[src/rtl/gwe_regs.svh]
// Register map, field positions, reset values and timing figures of the
// wake-interrupt and echo configuration block.
// Assumes inclusion by bare name from rtl/; definitions only.
`ifndef GWE_REGS_SVH
`define GWE_REGS_SVH

// ****************************************************************
// Register indices (byte address is four times the index)
// ****************************************************************
`define GWE_IDX_EXT_IRQ_CONFIG  16'hFF00
`define GWE_IDX_ECHO_ENABLE_ONE 16'hFF02
`define GWE_IDX_ECHO_ENABLE_TWO 16'hFF04
`define GWE_IDX_IRQ_STATUS      16'hFF06
`define GWE_IDX_IRQ_MASK        16'hFF08

// ****************************************************************
// Reset values
// ****************************************************************
`define GWE_RST_EXT_IRQ_CONFIG  8'h00
`define GWE_RST_ECHO_ENABLE     8'h00
`define GWE_RST_IRQ_STATUS      8'h00
`define GWE_RST_IRQ_MASK        8'h00

// ****************************************************************
// Field positions and widths
// ****************************************************************
`define GWE_BIT_FIRST_WAKE      0
`define GWE_BIT_SECOND_WAKE     1
`define GWE_EXT_CFG_USED        2
`define GWE_ECHO_BITS_PER_REG   5
`define GWE_ECHO_PAIRS          10
`define GWE_STAT_ALT_BASE       2
`define GWE_REG_WIDTH           8

// Echo source lane that carries each wake input
`define GWE_SRC_FIRST_WAKE      1
`define GWE_SRC_SECOND_WAKE     2

// ****************************************************************
// Timing: period in ps, echo latency bound in ns
// ****************************************************************
`define GWE_CLK_PERIOD_PS       10000
`define GWE_ECHO_MAX_NS         20
`define GWE_ECHO_MAX_CYC        ((`GWE_ECHO_MAX_NS * 1000) / `GWE_CLK_PERIOD_PS)

`endif

[src/rtl/gwe_pkg.sv]
// Types shared by the wake-interrupt and echo configuration block.
// Assumes nothing of its surroundings.
package gwe_pkg;

  typedef logic [7:0] gwe_byte_t;

  // Avalon read answer sequencing
  typedef enum logic [0:0] {
    GWE_BUS_IDLE = 1'b0,
    GWE_BUS_RESP = 1'b1
  } gwe_bus_e;

endpackage

[src/rtl/gwe_echo_if.sv]
// Bundle between the register core and the echo output stage.
// Assumes one clock domain; all members are plain levels.
`timescale 1ns/1ps
`default_nettype none

interface gwe_echo_if #(
  parameter int PAIRS = 10
);
  logic [PAIRS-1:0] enable;     // Echo enables from software
  logic [PAIRS-1:0] dest_gpio;  // Destination pin in GPIO function
  logic [PAIRS-1:0] src_level;  // Synchronised source levels
  logic [PAIRS-1:0] out_data;   // Output data register values
  logic [PAIRS-1:0] pin_out;    // Resulting pin drive

  modport core  (output enable, output dest_gpio, output src_level, output out_data,
                 input pin_out);
  modport stage (input enable, input dest_gpio, input src_level, input out_data,
                 output pin_out);
endinterface

`default_nettype wire

[src/rtl/gwe_echo_stage.sv]
// Echo output stage: per pair, drives the synchronised source onto the
// destination when echo is on and the pin is in GPIO function.
// Assumes src_level already synchronised to clk_i.
`timescale 1ns/1ps
`default_nettype none

module gwe_echo_stage #(
  parameter int PAIRS = 10
) (
  input  wire logic  clk_i,    // Core clock
  input  wire logic  rst_n_i,  // Async reset, active low
  gwe_echo_if.stage  echo      // Echo bundle
);

  logic [PAIRS-1:0] pin_nxt;

  always_comb begin
    for (int i = 0; i < PAIRS; i++) begin
      if (echo.enable[i] && echo.dest_gpio[i]) begin
        pin_nxt[i] = echo.src_level[i];
      end else begin
        pin_nxt[i] = echo.out_data[i];
      end
    end
  end

  always_ff @(posedge clk_i or negedge rst_n_i) begin
    if (!rst_n_i) begin
      echo.pin_out <= '0;
    end else begin
      echo.pin_out <= pin_nxt;
    end
  end

endmodule

`default_nettype wire

[src/rtl/gwe_sync.sv]
// Two-stage synchroniser for a vector of pin levels.
// Assumes the inputs are asynchronous to clk_i.
`timescale 1ns/1ps
`default_nettype none

module gwe_sync #(
  parameter int W = 1
) (
  input  wire logic         clk_i,    // Core clock
  input  wire logic         rst_n_i,  // Async reset, active low
  input  wire logic [W-1:0] async_i,  // Pin levels
  output logic      [W-1:0] sync_o    // Synchronised levels
);

  logic [W-1:0] meta_r;

  initial begin
    if (W < 1) begin
      $error("gwe_sync: width must be at least one");
    end
  end

  always_ff @(posedge clk_i or negedge rst_n_i) begin
    if (!rst_n_i) begin
      meta_r <= '0;
      sync_o <= '0;
    end else begin
      meta_r <= async_i;
      sync_o <= meta_r;
    end
  end

endmodule

`default_nettype wire

[src/rtl/gwe_top.sv]
// Wake-interrupt and echo configuration block with Avalon-MM register slave.
// Assumes pin levels arrive asynchronously and are synchronised here;
// pin function selects and output data come from the GPIO port logic.
//
// Overview of operation
// The external interrupt configuration register is a byte read/write register reset to 00.
// Its bits act on a wake pin only while that pin is in its GPIO function.
// Bit 0 opens the first wake input for change interrupts; clear blocks it except GPIO reads.
// Bit 1 opens the second wake input for change interrupts; clear blocks it likewise.
// Pins with an input alternate function get their interrupt enabled when it is selected.
// Certain GPIO inputs can be paired with outputs that echo them under software mask.
// Echo sources are wake-capable GPIO inputs and destinations are echo-capable outputs.
// An input is echoed to its paired output only while that pair's enable bit is set.
// Software should enable the interrupt function of a source whose echo it intends.
// Echo enable one bits 0-4 route C4,E6,E7,F6,F7 onto A0-A4; bits 7-5 reserved.
// Echo enable two bits 0-4 route D0,D1,C6 to B0-B2, D2 to D3 and E4 to C0.
// Echo enable bits act only while the destination pin is in its GPIO function.
// Both echo enable registers are byte read/write registers reset to 00.
// With echo on, the destination follows the synchronised source within two cycles.
//
// Added by the designer: the Avalon-MM register port.
`include "gwe_regs.svh"
`timescale 1ns/1ps
`default_nettype none

module gwe_top #(
  parameter int N_ALT = 2
) (
  input  wire logic              clk_i,             // Core clock, 100 MHz
  input  wire logic              rst_n_i,           // Async reset, active low
  // Avalon-MM slave
  input  wire logic [17:0]       avs_address,       // Byte address
  input  wire logic              avs_read,          // Read request
  input  wire logic              avs_write,         // Write request
  input  wire logic [31:0]       avs_writedata,     // Write data
  input  wire logic [3:0]        avs_byteenable,    // Byte lanes
  output logic      [31:0]       avs_readdata,      // Read data
  output logic                   avs_waitrequest,   // Stall
  // Interrupt
  output logic                   irq_o,             // Level, high while unmasked event pending
  // Echo-capable pins, lane order of the pairing table
  input  wire logic [9:0]        echo_src_pin_i,    // Source pin levels
  input  wire logic [9:0]        echo_dest_gpio_i,  // Destination in GPIO function
  input  wire logic [9:0]        echo_out_data_i,   // Destination output data register
  output logic      [9:0]        echo_pin_o,        // Destination pin drive
  output logic      [9:0]        echo_src_gpio_o,   // Source levels for GPIO reads
  // Wake inputs under configuration register control
  input  wire logic [1:0]        wake_gpio_func_i,  // Wake pin in GPIO function
  output logic      [1:0]        wake_open_o,       // Wake input passed to detector
  output logic      [1:0]        wake_level_o,      // Gated wake level, 0 when blocked
  // Wake pins with an input alternate function
  input  wire logic [N_ALT-1:0]  alt_pin_i,         // Pin levels
  input  wire logic [N_ALT-1:0]  alt_func_sel_i,    // Alternate function selected
  output logic      [N_ALT-1:0]  alt_irq_en_o       // Interrupt function enabled
);

  // ****************************************************************
  // Elaboration checks
  // ****************************************************************
  initial begin
    if (N_ALT < 1 || N_ALT > (`GWE_REG_WIDTH - `GWE_STAT_ALT_BASE)) begin
      $error("gwe_top: N_ALT must lie between 1 and 6");
    end
  end

  localparam int PAIRS = `GWE_ECHO_PAIRS;
  localparam int NSYNC = PAIRS + N_ALT;
  localparam int ECHO_MAX_CYC = (`GWE_ECHO_MAX_CYC < 1) ? 1 : `GWE_ECHO_MAX_CYC;

  // ****************************************************************
  // Helpers
  // ****************************************************************
  function automatic logic hit(input logic [17:0] addr, input logic [15:0] idx);
    hit = (addr == {idx, 2'b00});
  endfunction

  function automatic gwe_pkg::gwe_byte_t merge(input gwe_pkg::gwe_byte_t old_v,
                                               input gwe_pkg::gwe_byte_t new_v,
                                               input gwe_pkg::gwe_byte_t keep);
    merge = (old_v & ~keep) | (new_v & keep);
  endfunction

  // ****************************************************************
  // Pin synchronisers
  // ****************************************************************
  logic [NSYNC-1:0] pin_sync;
  logic [PAIRS-1:0] src_sync;
  logic [N_ALT-1:0] alt_sync;

  gwe_sync #(
    .W (NSYNC)
  ) u_sync (
    .clk_i   (clk_i),
    .rst_n_i (rst_n_i),
    .async_i ({alt_pin_i, echo_src_pin_i}),
    .sync_o  (pin_sync)
  );

  assign src_sync = pin_sync[PAIRS-1:0];
  assign alt_sync = pin_sync[NSYNC-1:PAIRS];

  // GPIO reads always see the pin, open or blocked
  assign echo_src_gpio_o = src_sync;

  // ****************************************************************
  // Avalon-MM access decode
  // ****************************************************************
  gwe_pkg::gwe_bus_e bus_state_r;
  gwe_pkg::gwe_bus_e bus_state_nxt;
  logic              wr_take;
  logic              lane0;
  gwe_pkg::gwe_byte_t wdata;
  logic              hit_cfg;
  logic              hit_one;
  logic              hit_two;
  logic              hit_stat;
  logic              hit_mask;

  assign lane0    = avs_byteenable[0];
  assign wdata    = avs_writedata[7:0];
  assign hit_cfg  = hit(avs_address, `GWE_IDX_EXT_IRQ_CONFIG);
  assign hit_one  = hit(avs_address, `GWE_IDX_ECHO_ENABLE_ONE);
  assign hit_two  = hit(avs_address, `GWE_IDX_ECHO_ENABLE_TWO);
  assign hit_stat = hit(avs_address, `GWE_IDX_IRQ_STATUS);
  assign hit_mask = hit(avs_address, `GWE_IDX_IRQ_MASK);

  // Writes complete at once; reads wait one cycle for registered data
  assign wr_take         = avs_write && !avs_read;
  assign avs_waitrequest = avs_read && (bus_state_r == gwe_pkg::GWE_BUS_IDLE);

  always_comb begin
    case (bus_state_r)
      gwe_pkg::GWE_BUS_IDLE: begin
        bus_state_nxt = avs_read ? gwe_pkg::GWE_BUS_RESP : gwe_pkg::GWE_BUS_IDLE;
      end
      gwe_pkg::GWE_BUS_RESP: begin
        bus_state_nxt = gwe_pkg::GWE_BUS_IDLE;
      end
      default: begin
        bus_state_nxt = gwe_pkg::GWE_BUS_IDLE;
      end
    endcase
  end

  always_ff @(posedge clk_i or negedge rst_n_i) begin
    if (!rst_n_i) begin
      bus_state_r <= gwe_pkg::GWE_BUS_IDLE;
    end else begin
      bus_state_r <= bus_state_nxt;
    end
  end

  // ****************************************************************
  // Configuration registers
  // ****************************************************************
  gwe_pkg::gwe_byte_t ext_irq_config_r;
  gwe_pkg::gwe_byte_t echo_enable_one_r;
  gwe_pkg::gwe_byte_t echo_enable_two_r;
  gwe_pkg::gwe_byte_t irq_mask_r;

  localparam gwe_pkg::gwe_byte_t CFG_KEEP  = 8'h03;
  localparam gwe_pkg::gwe_byte_t ECHO_KEEP = 8'h1F;
  localparam gwe_pkg::gwe_byte_t STAT_KEEP = 8'(((1 << (`GWE_STAT_ALT_BASE + N_ALT)) - 1));

  always_ff @(posedge clk_i or negedge rst_n_i) begin
    if (!rst_n_i) begin
      ext_irq_config_r <= `GWE_RST_EXT_IRQ_CONFIG;
    end else if (wr_take && lane0 && hit_cfg) begin
      ext_irq_config_r <= merge(ext_irq_config_r, wdata, CFG_KEEP);
    end
  end

  always_ff @(posedge clk_i or negedge rst_n_i) begin
    if (!rst_n_i) begin
      echo_enable_one_r <= `GWE_RST_ECHO_ENABLE;
      echo_enable_two_r <= `GWE_RST_ECHO_ENABLE;
    end else if (wr_take && lane0) begin
      if (hit_one) begin
        echo_enable_one_r <= merge(echo_enable_one_r, wdata, ECHO_KEEP);
      end
      if (hit_two) begin
        echo_enable_two_r <= merge(echo_enable_two_r, wdata, ECHO_KEEP);
      end
    end
  end

  always_ff @(posedge clk_i or negedge rst_n_i) begin
    if (!rst_n_i) begin
      irq_mask_r <= `GWE_RST_IRQ_MASK;
    end else if (wr_take && lane0 && hit_mask) begin
      irq_mask_r <= merge(irq_mask_r, wdata, STAT_KEEP);
    end
  end

  // ****************************************************************
  // Wake input gating and change detection
  // ****************************************************************
  logic [1:0]       wake_sync;
  logic [1:0]       wake_open;
  logic [1:0]       wake_prev_r;
  logic [N_ALT-1:0] alt_prev_r;
  logic [1:0]       wake_evt;
  logic [N_ALT-1:0] alt_evt;

  assign wake_sync = {src_sync[`GWE_SRC_SECOND_WAKE], src_sync[`GWE_SRC_FIRST_WAKE]};

  // Open only with the enable bit set and the pin in GPIO function
  assign wake_open[0] = ext_irq_config_r[`GWE_BIT_FIRST_WAKE]
                        && wake_gpio_func_i[0];
  assign wake_open[1] = ext_irq_config_r[`GWE_BIT_SECOND_WAKE]
                        && wake_gpio_func_i[1];

  always_ff @(posedge clk_i or negedge rst_n_i) begin
    if (!rst_n_i) begin
      wake_prev_r  <= '0;
      alt_prev_r   <= '0;
      wake_open_o  <= '0;
      wake_level_o <= '0;
      alt_irq_en_o <= '0;
    end else begin
      wake_prev_r  <= wake_sync;
      alt_prev_r   <= alt_sync;
      wake_open_o  <= wake_open;
      wake_level_o <= wake_sync & wake_open;
      alt_irq_en_o <= alt_func_sel_i;
    end
  end

  assign wake_evt = (wake_sync ^ wake_prev_r) & wake_open;
  assign alt_evt  = (alt_sync ^ alt_prev_r) & alt_func_sel_i;

  // ****************************************************************
  // Interrupt status, write one to clear, set wins
  // ****************************************************************
  gwe_pkg::gwe_byte_t irq_status_r;
  gwe_pkg::gwe_byte_t irq_set;
  gwe_pkg::gwe_byte_t irq_clr;

  always_comb begin
    irq_set = '0;
    irq_set[`GWE_BIT_FIRST_WAKE]  = wake_evt[0];
    irq_set[`GWE_BIT_SECOND_WAKE] = wake_evt[1];
    irq_set[`GWE_STAT_ALT_BASE +: N_ALT] = alt_evt;
  end

  assign irq_clr = (wr_take && lane0 && hit_stat) ? (wdata & STAT_KEEP) : 8'h00;

  always_ff @(posedge clk_i or negedge rst_n_i) begin
    if (!rst_n_i) begin
      irq_status_r <= `GWE_RST_IRQ_STATUS;
    end else begin
      irq_status_r <= (irq_status_r & ~irq_clr) | irq_set;
    end
  end

  assign irq_o = |(irq_status_r & irq_mask_r);

  // ****************************************************************
  // Echo routing
  // ****************************************************************
  gwe_echo_if #(.PAIRS(PAIRS)) echo_bus ();

  // Lanes 0-4 pair with enable one, lanes 5-9 with enable two
  assign echo_bus.enable    = {echo_enable_two_r[4:0], echo_enable_one_r[4:0]};
  assign echo_bus.dest_gpio = echo_dest_gpio_i;
  assign echo_bus.src_level = src_sync;
  assign echo_bus.out_data  = echo_out_data_i;
  assign echo_pin_o         = echo_bus.pin_out;

  gwe_echo_stage #(
    .PAIRS (PAIRS)
  ) u_echo (
    .clk_i   (clk_i),
    .rst_n_i (rst_n_i),
    .echo    (echo_bus)
  );

  initial begin
    if (ECHO_MAX_CYC < 1) begin
      $error("gwe_top: echo latency bound below one cycle");
    end
  end

  // ****************************************************************
  // Read data
  // ****************************************************************
  gwe_pkg::gwe_byte_t rd_byte;

  always_comb begin
    rd_byte = 8'h00;
    if (hit_cfg) begin
      rd_byte = ext_irq_config_r;
    end else if (hit_one) begin
      rd_byte = echo_enable_one_r;
    end else if (hit_two) begin
      rd_byte = echo_enable_two_r;
    end else if (hit_stat) begin
      rd_byte = irq_status_r;
    end else if (hit_mask) begin
      rd_byte = irq_mask_r;
    end
  end

  always_ff @(posedge clk_i or negedge rst_n_i) begin
    if (!rst_n_i) begin
      avs_readdata <= 32'h0000_0000;
    end else if (avs_read && bus_state_r == gwe_pkg::GWE_BUS_IDLE) begin
      avs_readdata <= {24'h00_0000, rd_byte};
    end
  end

endmodule

`default_nettype wire

[config.mk]
export PLATFORM = sky130hd
export DESIGN_NAME = gwe_top
export DESIGN_NICKNAME = d
export VERILOG_FILES = /design/src/rtl/gwe_pkg.sv /design/src/rtl/gwe_echo_if.sv /design/src/rtl/gwe_echo_stage.sv /design/src/rtl/gwe_sync.sv /design/src/rtl/gwe_top.sv
export VERILOG_INCLUDE_DIRS = /design/src /design/src/rtl
export SDC_FILE = /design/constraint.sdc
export NUM_CORES = 1
export LEC_CHECK = 0
export ABC_AREA = 1
export BUFFER_PORTS_ARGS = -buffer_cell sky130_fd_sc_hd__buf_2
export CORE_MARGIN = 2
export CORE_UTILIZATION = 30
export DETAILED_ROUTE_END_ITERATION = 12
export HOLD_SLACK_MARGIN = 0.05
export SLEW_MARGIN = 30
export SYNTH_ARGS = -nofsm -noshare
export SYNTH_HDL_FRONTEND = slang
export SYNTH_SLANG_ARGS = --single-unit
[constraint.sdc]
create_clock -name clk_i -period 2.32 [get_ports clk_i]
set_clock_uncertainty 0.2 [all_clocks]
set_input_delay 0.116 -clock clk_i [delete_from_list [all_inputs] [get_ports clk_i]]
set_output_delay 0.116 -clock clk_i [all_outputs]
set_load 0.01 [all_outputs]
=== After elaboration in Yosys (flattened, before gate mapping) ===
Cells that the tools add are included.

* Output and inout bits: 60
* Input bits: 94
* Bits in registers: 93
* Logic and storage cells: 74

* Bitwise logic cells: 14
* Multiplexer cells: 18
* Reduce and logical (&&, ||, !) cells: 22
* Equality and inequality tests: 5

{| class="wikitable"
|+ Operator list
! operator !! count
|-
| == test 18 bit (second input constant) || 5
|-
| 2-to-1 mux 8 bit || 5
|-
| logical AND 1 bit || 18
|-
| bitwise AND 8 bit || 2
|-
| bitwise OR 8 x 4 -> 8 bit || 2
|-
| bitwise OR 8 x 5 -> 8 bit || 2
|-
| 2-to-1 mux 1 bit || 11
|-
| inverter 4 -> 8 bit || 1
|-
| bitwise OR 8 x 2 -> 8 bit || 1
|-
| OR reduction 8 bit || 1
|-
| bitwise AND 2 bit || 3
|-
| 2-to-1 mux 4 bit || 1
|-
| AND reduction 2 bit || 2
|-
| bitwise XOR 2 bit || 2
|-
| one-hot mux 1 bit (2 select lines) || 1
|-
| logical NOT 1 bit || 1
|-
| inverter 1 bit || 1
|}

=== Logic depth before layout (Yosys ltp) ===
Gate-level depths: netlist (run 1).

* Depth after elaboration: 8
* Depth in mapped cells: 12
* Depth with buffers taken out: 12

=== By module ===
Synthesis (run 1) repeated with hierarchy kept, for this count alone.

* Cell total of the unflattened synthesis: 305
* Area, all modules: 3021.6 µm²

{| class="wikitable"
|+ Modules (own cells, without submodules)
! module !! sequential area each (µm²) !! cells each !! area each (µm²) !! instances
|-
| gwe_top || 925.9 || 231 || 2008.2 || 1
|-
| gwe_sync || 600.6 || 24 || 600.6 || 1
|-
| gwe_echo_stage || 250.2 || 50 || 412.9 || 1
|}

=== Least setup slack after synthesis (run 1) ===
Ideal clock, no wire load.

* Kind: register to register
* Start: reg bus_state_r
* End: reg avs_readdata[0]
* Path slack: 0.964 ns
* Clock period less this slack: 1.356 ns
* Data arrival time: 1.039 ns
* Stages on the path, launching flop included: 5
* Setup time: 0.117 ns
* Cells stage by stage: dfrtp_1 nor2_1 inv_1 nand2_1 nand2_1

* Cells in the longest elaborated chain, start to end: 2

{| class="wikitable"
|+ Ends and longest elaborated chain
! item !! RTL line !! RTL
|-
| from (decl) || gwe_top.sv:108 || <nowiki>gwe_pkg::gwe_bus_e bus_state_r;</nowiki>
|-
| from (signal assigned) || gwe_top.sv:147 || <nowiki>bus_state_r <= gwe_pkg::GWE_BUS_IDLE;</nowiki>
|-
| from (signal assigned) || gwe_top.sv:149 || <nowiki>bus_state_r <= bus_state_nxt;</nowiki>
|-
| inverter 1 bit || n/a ||
|-
| logical AND 1 bit || n/a ||
|-
| via avs_waitrequest || gwe_top.sv:38 || <nowiki>output logic avs_waitrequest,</nowiki>
|-
| to (signal assigned) || gwe_top.sv:308 || <nowiki>avs_readdata <= {24'h00_0000, rd_byte};</nowiki>
|-
| to (decl) || gwe_top.sv:37 || <nowiki>output logic [31:0] avs_readdata,</nowiki>
|}

The timed path passes the listed nets, and every way through them passes these cells.
A chain may end at the register's enable or synchronous reset.

=== Final worst setup path (run 1) ===
* Start: in avs_address[0]
* End: reg avs_readdata[1]

* Cells in the longest elaborated chain, start to end: 6
* Elaborated cells between the ends (all ways): 10
* Classes of those cells: eq/ne (5); mux (5)

{| class="wikitable"
|+ Ends and longest elaborated chain
! item !! RTL line !! RTL
|-
| from (decl) || gwe_top.sv:32 || <nowiki>input wire logic [17:0] avs_address,</nowiki>
|-
| == test 18 bit || gwe_top.sv:74 || <nowiki>hit = (addr == {idx, 2'b00});</nowiki>
|-
| 2-to-1 mux 8 bit || gwe_top.sv:299 || <nowiki>end else if (hit_mask) begin</nowiki>
|-
| 2-to-1 mux 8 bit || gwe_top.sv:297 || <nowiki>end else if (hit_stat) begin</nowiki>
|-
| 2-to-1 mux 8 bit || gwe_top.sv:295 || <nowiki>end else if (hit_two) begin</nowiki>
|-
| 2-to-1 mux 8 bit || gwe_top.sv:293 || <nowiki>end else if (hit_one) begin</nowiki>
|-
| 2-to-1 mux 8 bit (*) || gwe_top.sv:291 || <nowiki>if (hit_cfg) begin</nowiki>
|}

Every way passes the cells marked *; elsewhere a longest branch is shown, timed or not.

==> impl_results.md, run 1 <==
- Status: completed
- WL/cell: 11.9 µm
- Sum Neg Setup Slack: 0 ps
- Worst Path Arrival: 1980 ps
- CORE AREA: a little over 10000 µm²
- Slew Limit Headroom: 58.5%
- Die Y: 106 µm
- Most Frequent Cell on Critical Path: nand2_1
- Top Usage Layer GRT: met2
- Highest-count cells in the layout ignoring fill and taps: 98 x buf_2, 72 x dfrtp_1, 58 x nand2_1
- DR vias/cell: 4.23
- Unrepaired setup endpoints after global routing: no
- Final WL: 7220 µm
- Largest net degree at the start of global routing: 59
- Max_cap viols: 0
- Met2 Use GR: between 20 and 25%
- Die width: ~110 µm
- Area growth syn-to-layout: 37.1%
- CTS Buffer Depth: 2
- First-pass GRT wire length: 12200 µm
- Initial DRC count: 149
- Final Setup Violations: 0
- Cells after Synth: 323
- Die outline area: around 11000 µm²
- Crit-path max cell delay: around 630 ps
- CTS tree: yes
- Synth Warn #: 0
- Fin crit share: 82.3%
- Overflow after GRT: 0
- # rows: 37
- Crit-path leading delay family: buffers and inverters
- Leakage: 2.24 nW
- Vias in the first global route: around 2600
- Flop and latch count out of synthesis: around 70
- Crit-path slowest cell: dlygate4sd3_1
- Gr usage total: 13.9%
- Clk slew on worst S/H paths: 70 ps
- Layout Nets: 561
- Met3 Track Usage GR: approximately 3.9%
- Initial antenna violation count: 0
- Root buffer cell: clkbuf_8
- First-pass iteration count of the detailed router: 4
- Worst slew pin tran: approximately 620 ps
- Most common cell after layout, fill and taps aside: buf_2
- Post-DP HPWL: 5100 µm
- Pwr Density: approximately 600 nW/µm²
- Post-synthesis cell area: 3130 µm²
- Setup CP Type: primary input to flop
- CTS Buf Count: 9
- Via count: 2574
- Critical Path, Cell by Cell: dlygate4sd3_1 -> buf_2 -> nor3_1 -> dlygate4sd3_1 -> o2111ai_1 -> nand2_1 -> nand2_1 -> nand2_1
- Total Power: 2.56 mW
- Clock sink count: 72
- HP Class: primary input to flop
- Setup crit start kind: primary input
- ANT nets after route: 0
- Critical Path End Type: flop
- IO Pins: 154
- Peak supply drop: 278 µV
- Clk_lat worst skew: 330 ps
- Post-synthesis sequential area ratio: 57.6%
- Min Tclk post-route: 1910 ps
- CP max FO: 2
- Slew Limit Fails: 0
- Cts repair resizes: 0
- Residual DRC: 0
- Routability cong.: 0.821
- Starting density of the core: 30.6%
- Req. time, crit path: about 2400 ps
- I/O Buffers: 99
- Fin util: between 40% and 50%
- Fin. Hold Viols: 0
- Fillers: 1000
- Avg Synthesized Cell Area: roughly 9.7 µm²
- Worst path buffer plus inverter count: 3
- Layout cell share with drive strength beyond 1: 27.5%
- Antenna Cells: 0
- Max Freq: 524 MHz
- Unique masters post-synth: 27
- M1 GR Usage: 18.1%
- H-tree levels: 3
==> worst min-delay path, stage by stage <==
cell and delay, ps:
buf_2 120, inv_1 70, o2111ai_1 120, nand2_1 80, nand2_1 40, nand2_1 40
==> sequential cells by signal (all words and copies together) (netlist names), 4 cells and up <==
signal               cells
avs_readdata             7
echo_enable_one_r        5
echo_enable_two_r        5
irq_mask_r               4
irq_status_r             4
u_echo.echo.pin_out     10
u_sync.meta_r           12
u_sync.sync_o           12
==> cells in the mapped netlist (all sizes together) <==
cell	instances	area share (%)
a21oi	10	1.6
nor2	27	4.4
nor3	4	0.80
o21ai	22	3.5
o22ai	2	0.40
conb	1	0.12
dfrtp	72	58
nand4	11	2.7
o31ai	2	0.48
buf	36	8.8
xnor2	2	0.56
nand3	18	3.8
nand2	61	7.6
o2111ai	2	0.56
a31oi	10	2.0
inv	43	5.2
==> report_power, final <==
part / switching [mW] / internal, mW
logic: 0.133 / 0.124
clock network: 0.446 / 0.554
registers: 0.0139 / 1.29
==> worst paths after layout <==
kind	startpoint	end	slack [ps]	depth (start not counted)
worst max-delay path	avs_address[0]	avs_readdata[1]	410	8
worst min-delay path	avs_address[3]	avs_readdata[1]	90	6
worst max register to register	echo_enable_two_r[1]	u_echo.echo.pin_out[6]	740	3
worst min register to register	u_sync.meta_r[1]	u_sync.sync_o[1]	150	0
max in group asynchronous	rst_n_i	wake_level_o[1]	830	3
min in group asynchronous	rst_n_i	alt_prev_r[1]	110	3
==> logic make-up after synthesis <==
kind of cell,count (synthesis),synth area share (%)
compound gates,48,8.56
buf+inv,79,13.9
other cells,1,0.120
flops,72,57.6
xor+xnor,2,0.560
simple gates,121,19.3
==> per-layer routing <==
| layer | part of all wire [%] | vias up | routed length (µm) |
|---|---|---|---|
| met2 | 46 | 79 | 3320 |
| met4 | 1.6 | 0 | 114 |
| met5 | 0 | - | 0 |
| li1 | - | 1274 | - |
| met1 | 47 | 1211 | 3370 |
| met3 | 5.8 | 10 | 418 |
==> what timing repair did <==
action                    in CTS  in global routing
hold endpoints to repair     126                  0
hold buffers                  46                  0
setup buffers                  0                  0
==> final cells by class <==
cell class | instances | area [µm²] | share of cell area (%)
well taps | 136 | 170 | 3.97
clock buffers | 13 | 159 | 3.70
multi-input cells | 195 | 978 | 22.8
flip-flops and latches | 72 | 1800 | 42.0
repair buffers | 146 | 978 | 22.8
clock inverters | 3 | 40.0 | 0.933
inverters | 43 | 161 | 3.76
==> through the flow <==
stage	hold WS [ps]	worst slack, ps	std cells	instance area (µm²)
5_1_grt	118	305	608	4290
6_report	93.7	411	608	4290
3_5_place_dp	-206	645	546	3630
2_1_floorplan	-380	964	346	3220
4_1_cts	69.0	491	608	4290
3_3_place_gp	-213	677	546	3630
Power figures use the tool's default switching activity.
==> run 2: changes to the inputs <==
- clock period: 2.32 -> 1.6 ns (I/O delays scaled with it)
==> run 2 against run 1 <==
Sequential cell count did not move. Clock power rose by 48%. Highest routed layer unchanged. Via count rose by 0.97%. Core utilization rose by 0.79 points.
==> impl_results.md, run 2 (synthesized netlist as in run 1, its figures left out) <==
- Peak supply drop: 409 µV (+47%)
- CP max FO: 4 (+2)
- Largest net degree at the start of global routing: 36 (-39%)
- IO Pins: 154 (unchanged)
- DR vias/cell: 4.22 (-0.34%)
- Unrepaired setup endpoints after global routing: no
- Post-CTS Setup Bufs: 0 (unchanged)
- DP Worst Slack: 104 ps (-540 ps)
- Total Power: 3.75 mW (+47%)
- Via count: 2599 (+0.97%)
- Register area: 1800 µm² (about the same)
- Clk_lat worst skew: 340 ps (about the same)
- ANT nets after route: 0 (unchanged)
- CORE AREA: 10200 µm² (unchanged)
- Max_cap viols: 0 (unchanged)
- Final Setup Violations: 0 (unchanged)
- Routability cong.: 0.859 (+4.6%)
- Layout cell share with drive strength beyond 1: 29.2% (+1.6 points)
- Root buffer cell: clkbuf_8
- WL/cell: 11.7 µm (-1.4%)
- CTS Buffer Depth: 2 (unchanged)
- Gr usage total: 13.6% (-0.30 points)
- Status: completed
- I/O Buffers: 99 (unchanged)
- First-pass GRT wire length: 11900 µm (-2.9%)
- Final worst slack: 51.8 ps (-359 ps)
- Residual DRC: 0 (unchanged)
- Final WL: 7210 µm (-0.12%)
- Initial antenna violation count: 0 (unchanged)
- Critical Path, Cell by Cell: a21oi_1 -> a31oi_1 -> dlygate4sd3_1
- Fin crit share: 96.8%
- Min Tclk post-route: ~1500 ps
- Critical Path End Type: flop
- # rows: 37 (unchanged)
- Placed Cells: 552 (+1.1%)
- Fin. Hold Viols: 0 (unchanged)
- Clock sink count: 72 (unchanged)
- Largest regs: u_sync.meta_r (12), u_sync.sync_o (12), u_echo.echo.pin_out (10)
- Final Non-Filler Cells: 616 (+1.3%)
- Slew Limit Fails: 0 (unchanged)
- Area occupied by multi-input gates: 982 µm² (+0.38%)
- Post-DP HPWL: 5210 µm (+2.2%)
- Setup crit start kind: flop
- CTS tree: yes
- HP Class: primary input to flop
- Overflow after GRT: 0 (unchanged)
- Max Freq: 646 MHz
- Initial DRC count: 183 (+23%)
- Highest-count cells in the layout ignoring fill and taps: 98 x buf_2, 71 x dfrtp_1, 58 x nand2_1
- Leakage: 2.27 nW (+1.5%)
- Vias in the first global route: 2557 (-2.4%)
- Antenna Cells: 0 (unchanged)
- Most common cell after layout, fill and taps aside: buf_2
- H-tree levels: 3 (unchanged)
- Layout Nets: 569 (+1.4%)
- Starting density of the core: 30.6% (unchanged)
- Crit-path max cell delay: 570 ps (-60 ps)
- First-pass iteration count of the detailed router: 4 (unchanged)
- CTS Buf Count: 9 (unchanged)
- Pwr Density: 859 nW/µm² (+44%)
- Clk slew on worst S/H paths: 70 ps (about the same)
- Setup CP Type: flop to flop
- Die outline area: 11300 µm² (unchanged)
- Die width: 106 µm (unchanged)
- Crit-path slowest cell: dlygate4sd3_1
- Req. time, crit path: 1620 ps (-770 ps)
- Worst Path Arrival: 1570 ps (-410 ps)
- Sum Neg Setup Slack: 0 ps (unchanged)
- Worst hold slack: 69.3 ps (-24.3 ps)
- Area growth syn-to-layout: 39.7%
- Die Y: 106 µm (unchanged)
- Fillers: 997 (-0.30%)
run 2: cell types whose count changed in the layout (fill, tap and decap cells not counted), sizes merged:
cell	delta
buf	+6
dlygate4sd3	+2
clkinvlp	+2
clkbuf	-2
run 2: what timing repair did:
item,CTS,global route
setup endpoints to repair,0,2
endpoints found under the hold margin,126,0
hold buffers,48,0
gates resized for setup,0,3
run 2: cell type report:
| type | count | area share, % |
|---|---|---|
| Sequential cell | 72 | 41.3 |
| Clock buffer | 11 | 3.46 |
| Multi-Input combinational cell | 195 | 22.5 |
| Clock inverter | 5 | 1.26 |
| Tap cell | 136 | 3.89 |
| Timing Repair Buffer | 154 | 24.0 |
| Inverter | 43 | 3.69 |
run 2: critical path: cells and delay by family, from the launching register on:
family / cells / cell delay [ps]
AO/OA/AOI/OAI: 2 / 220
buffers and inverters: 1 / 570
flip-flops: 1 / 440
run 2: path summary, 6_finish.rpt:
path / from / end / slack [ps] / cells after the start
max: echo_enable_two_r[3] / u_echo.echo.pin_out[8] / 50 / 3
min in group asynchronous: rst_n_i / u_sync.sync_o[7] / 510 / 3
min: avs_address[5] / irq_mask_r[0] / 70 / 5
max reg2reg: echo_enable_two_r[3] / u_echo.echo.pin_out[8] / 50 / 3
max in group asynchronous: rst_n_i / echo_enable_two_r[1] / 220 / 4
min reg2reg: u_sync.meta_r[1] / u_sync.sync_o[1] / 140 / 0
run 2: routing by layer:
layer  track usage (%)  share of wire, %  vias up
li1                  -                 -     1290
met1              17.0                46     1218
met2              22.0                47       81
met3              3.25               6.1       10
met4              6.48               1.6        0
met5                 0                 0        -
run 2: metrics by stage:
step	instance area [µm²]	utilization [%]
5_1_grt	4370	42.7
4_1_cts	4360	42.6
6_report	4370	42.7
3_5_place_dp	3670	35.9
3_3_place_gp	3670	35.9
2_1_floorplan	3220	-
run 2: power by group:
group          total, mW  internal, mW  switching, mW
logic              0.386         0.190          0.196
registers           1.89          1.87         0.0205
clock network       1.48         0.800          0.677
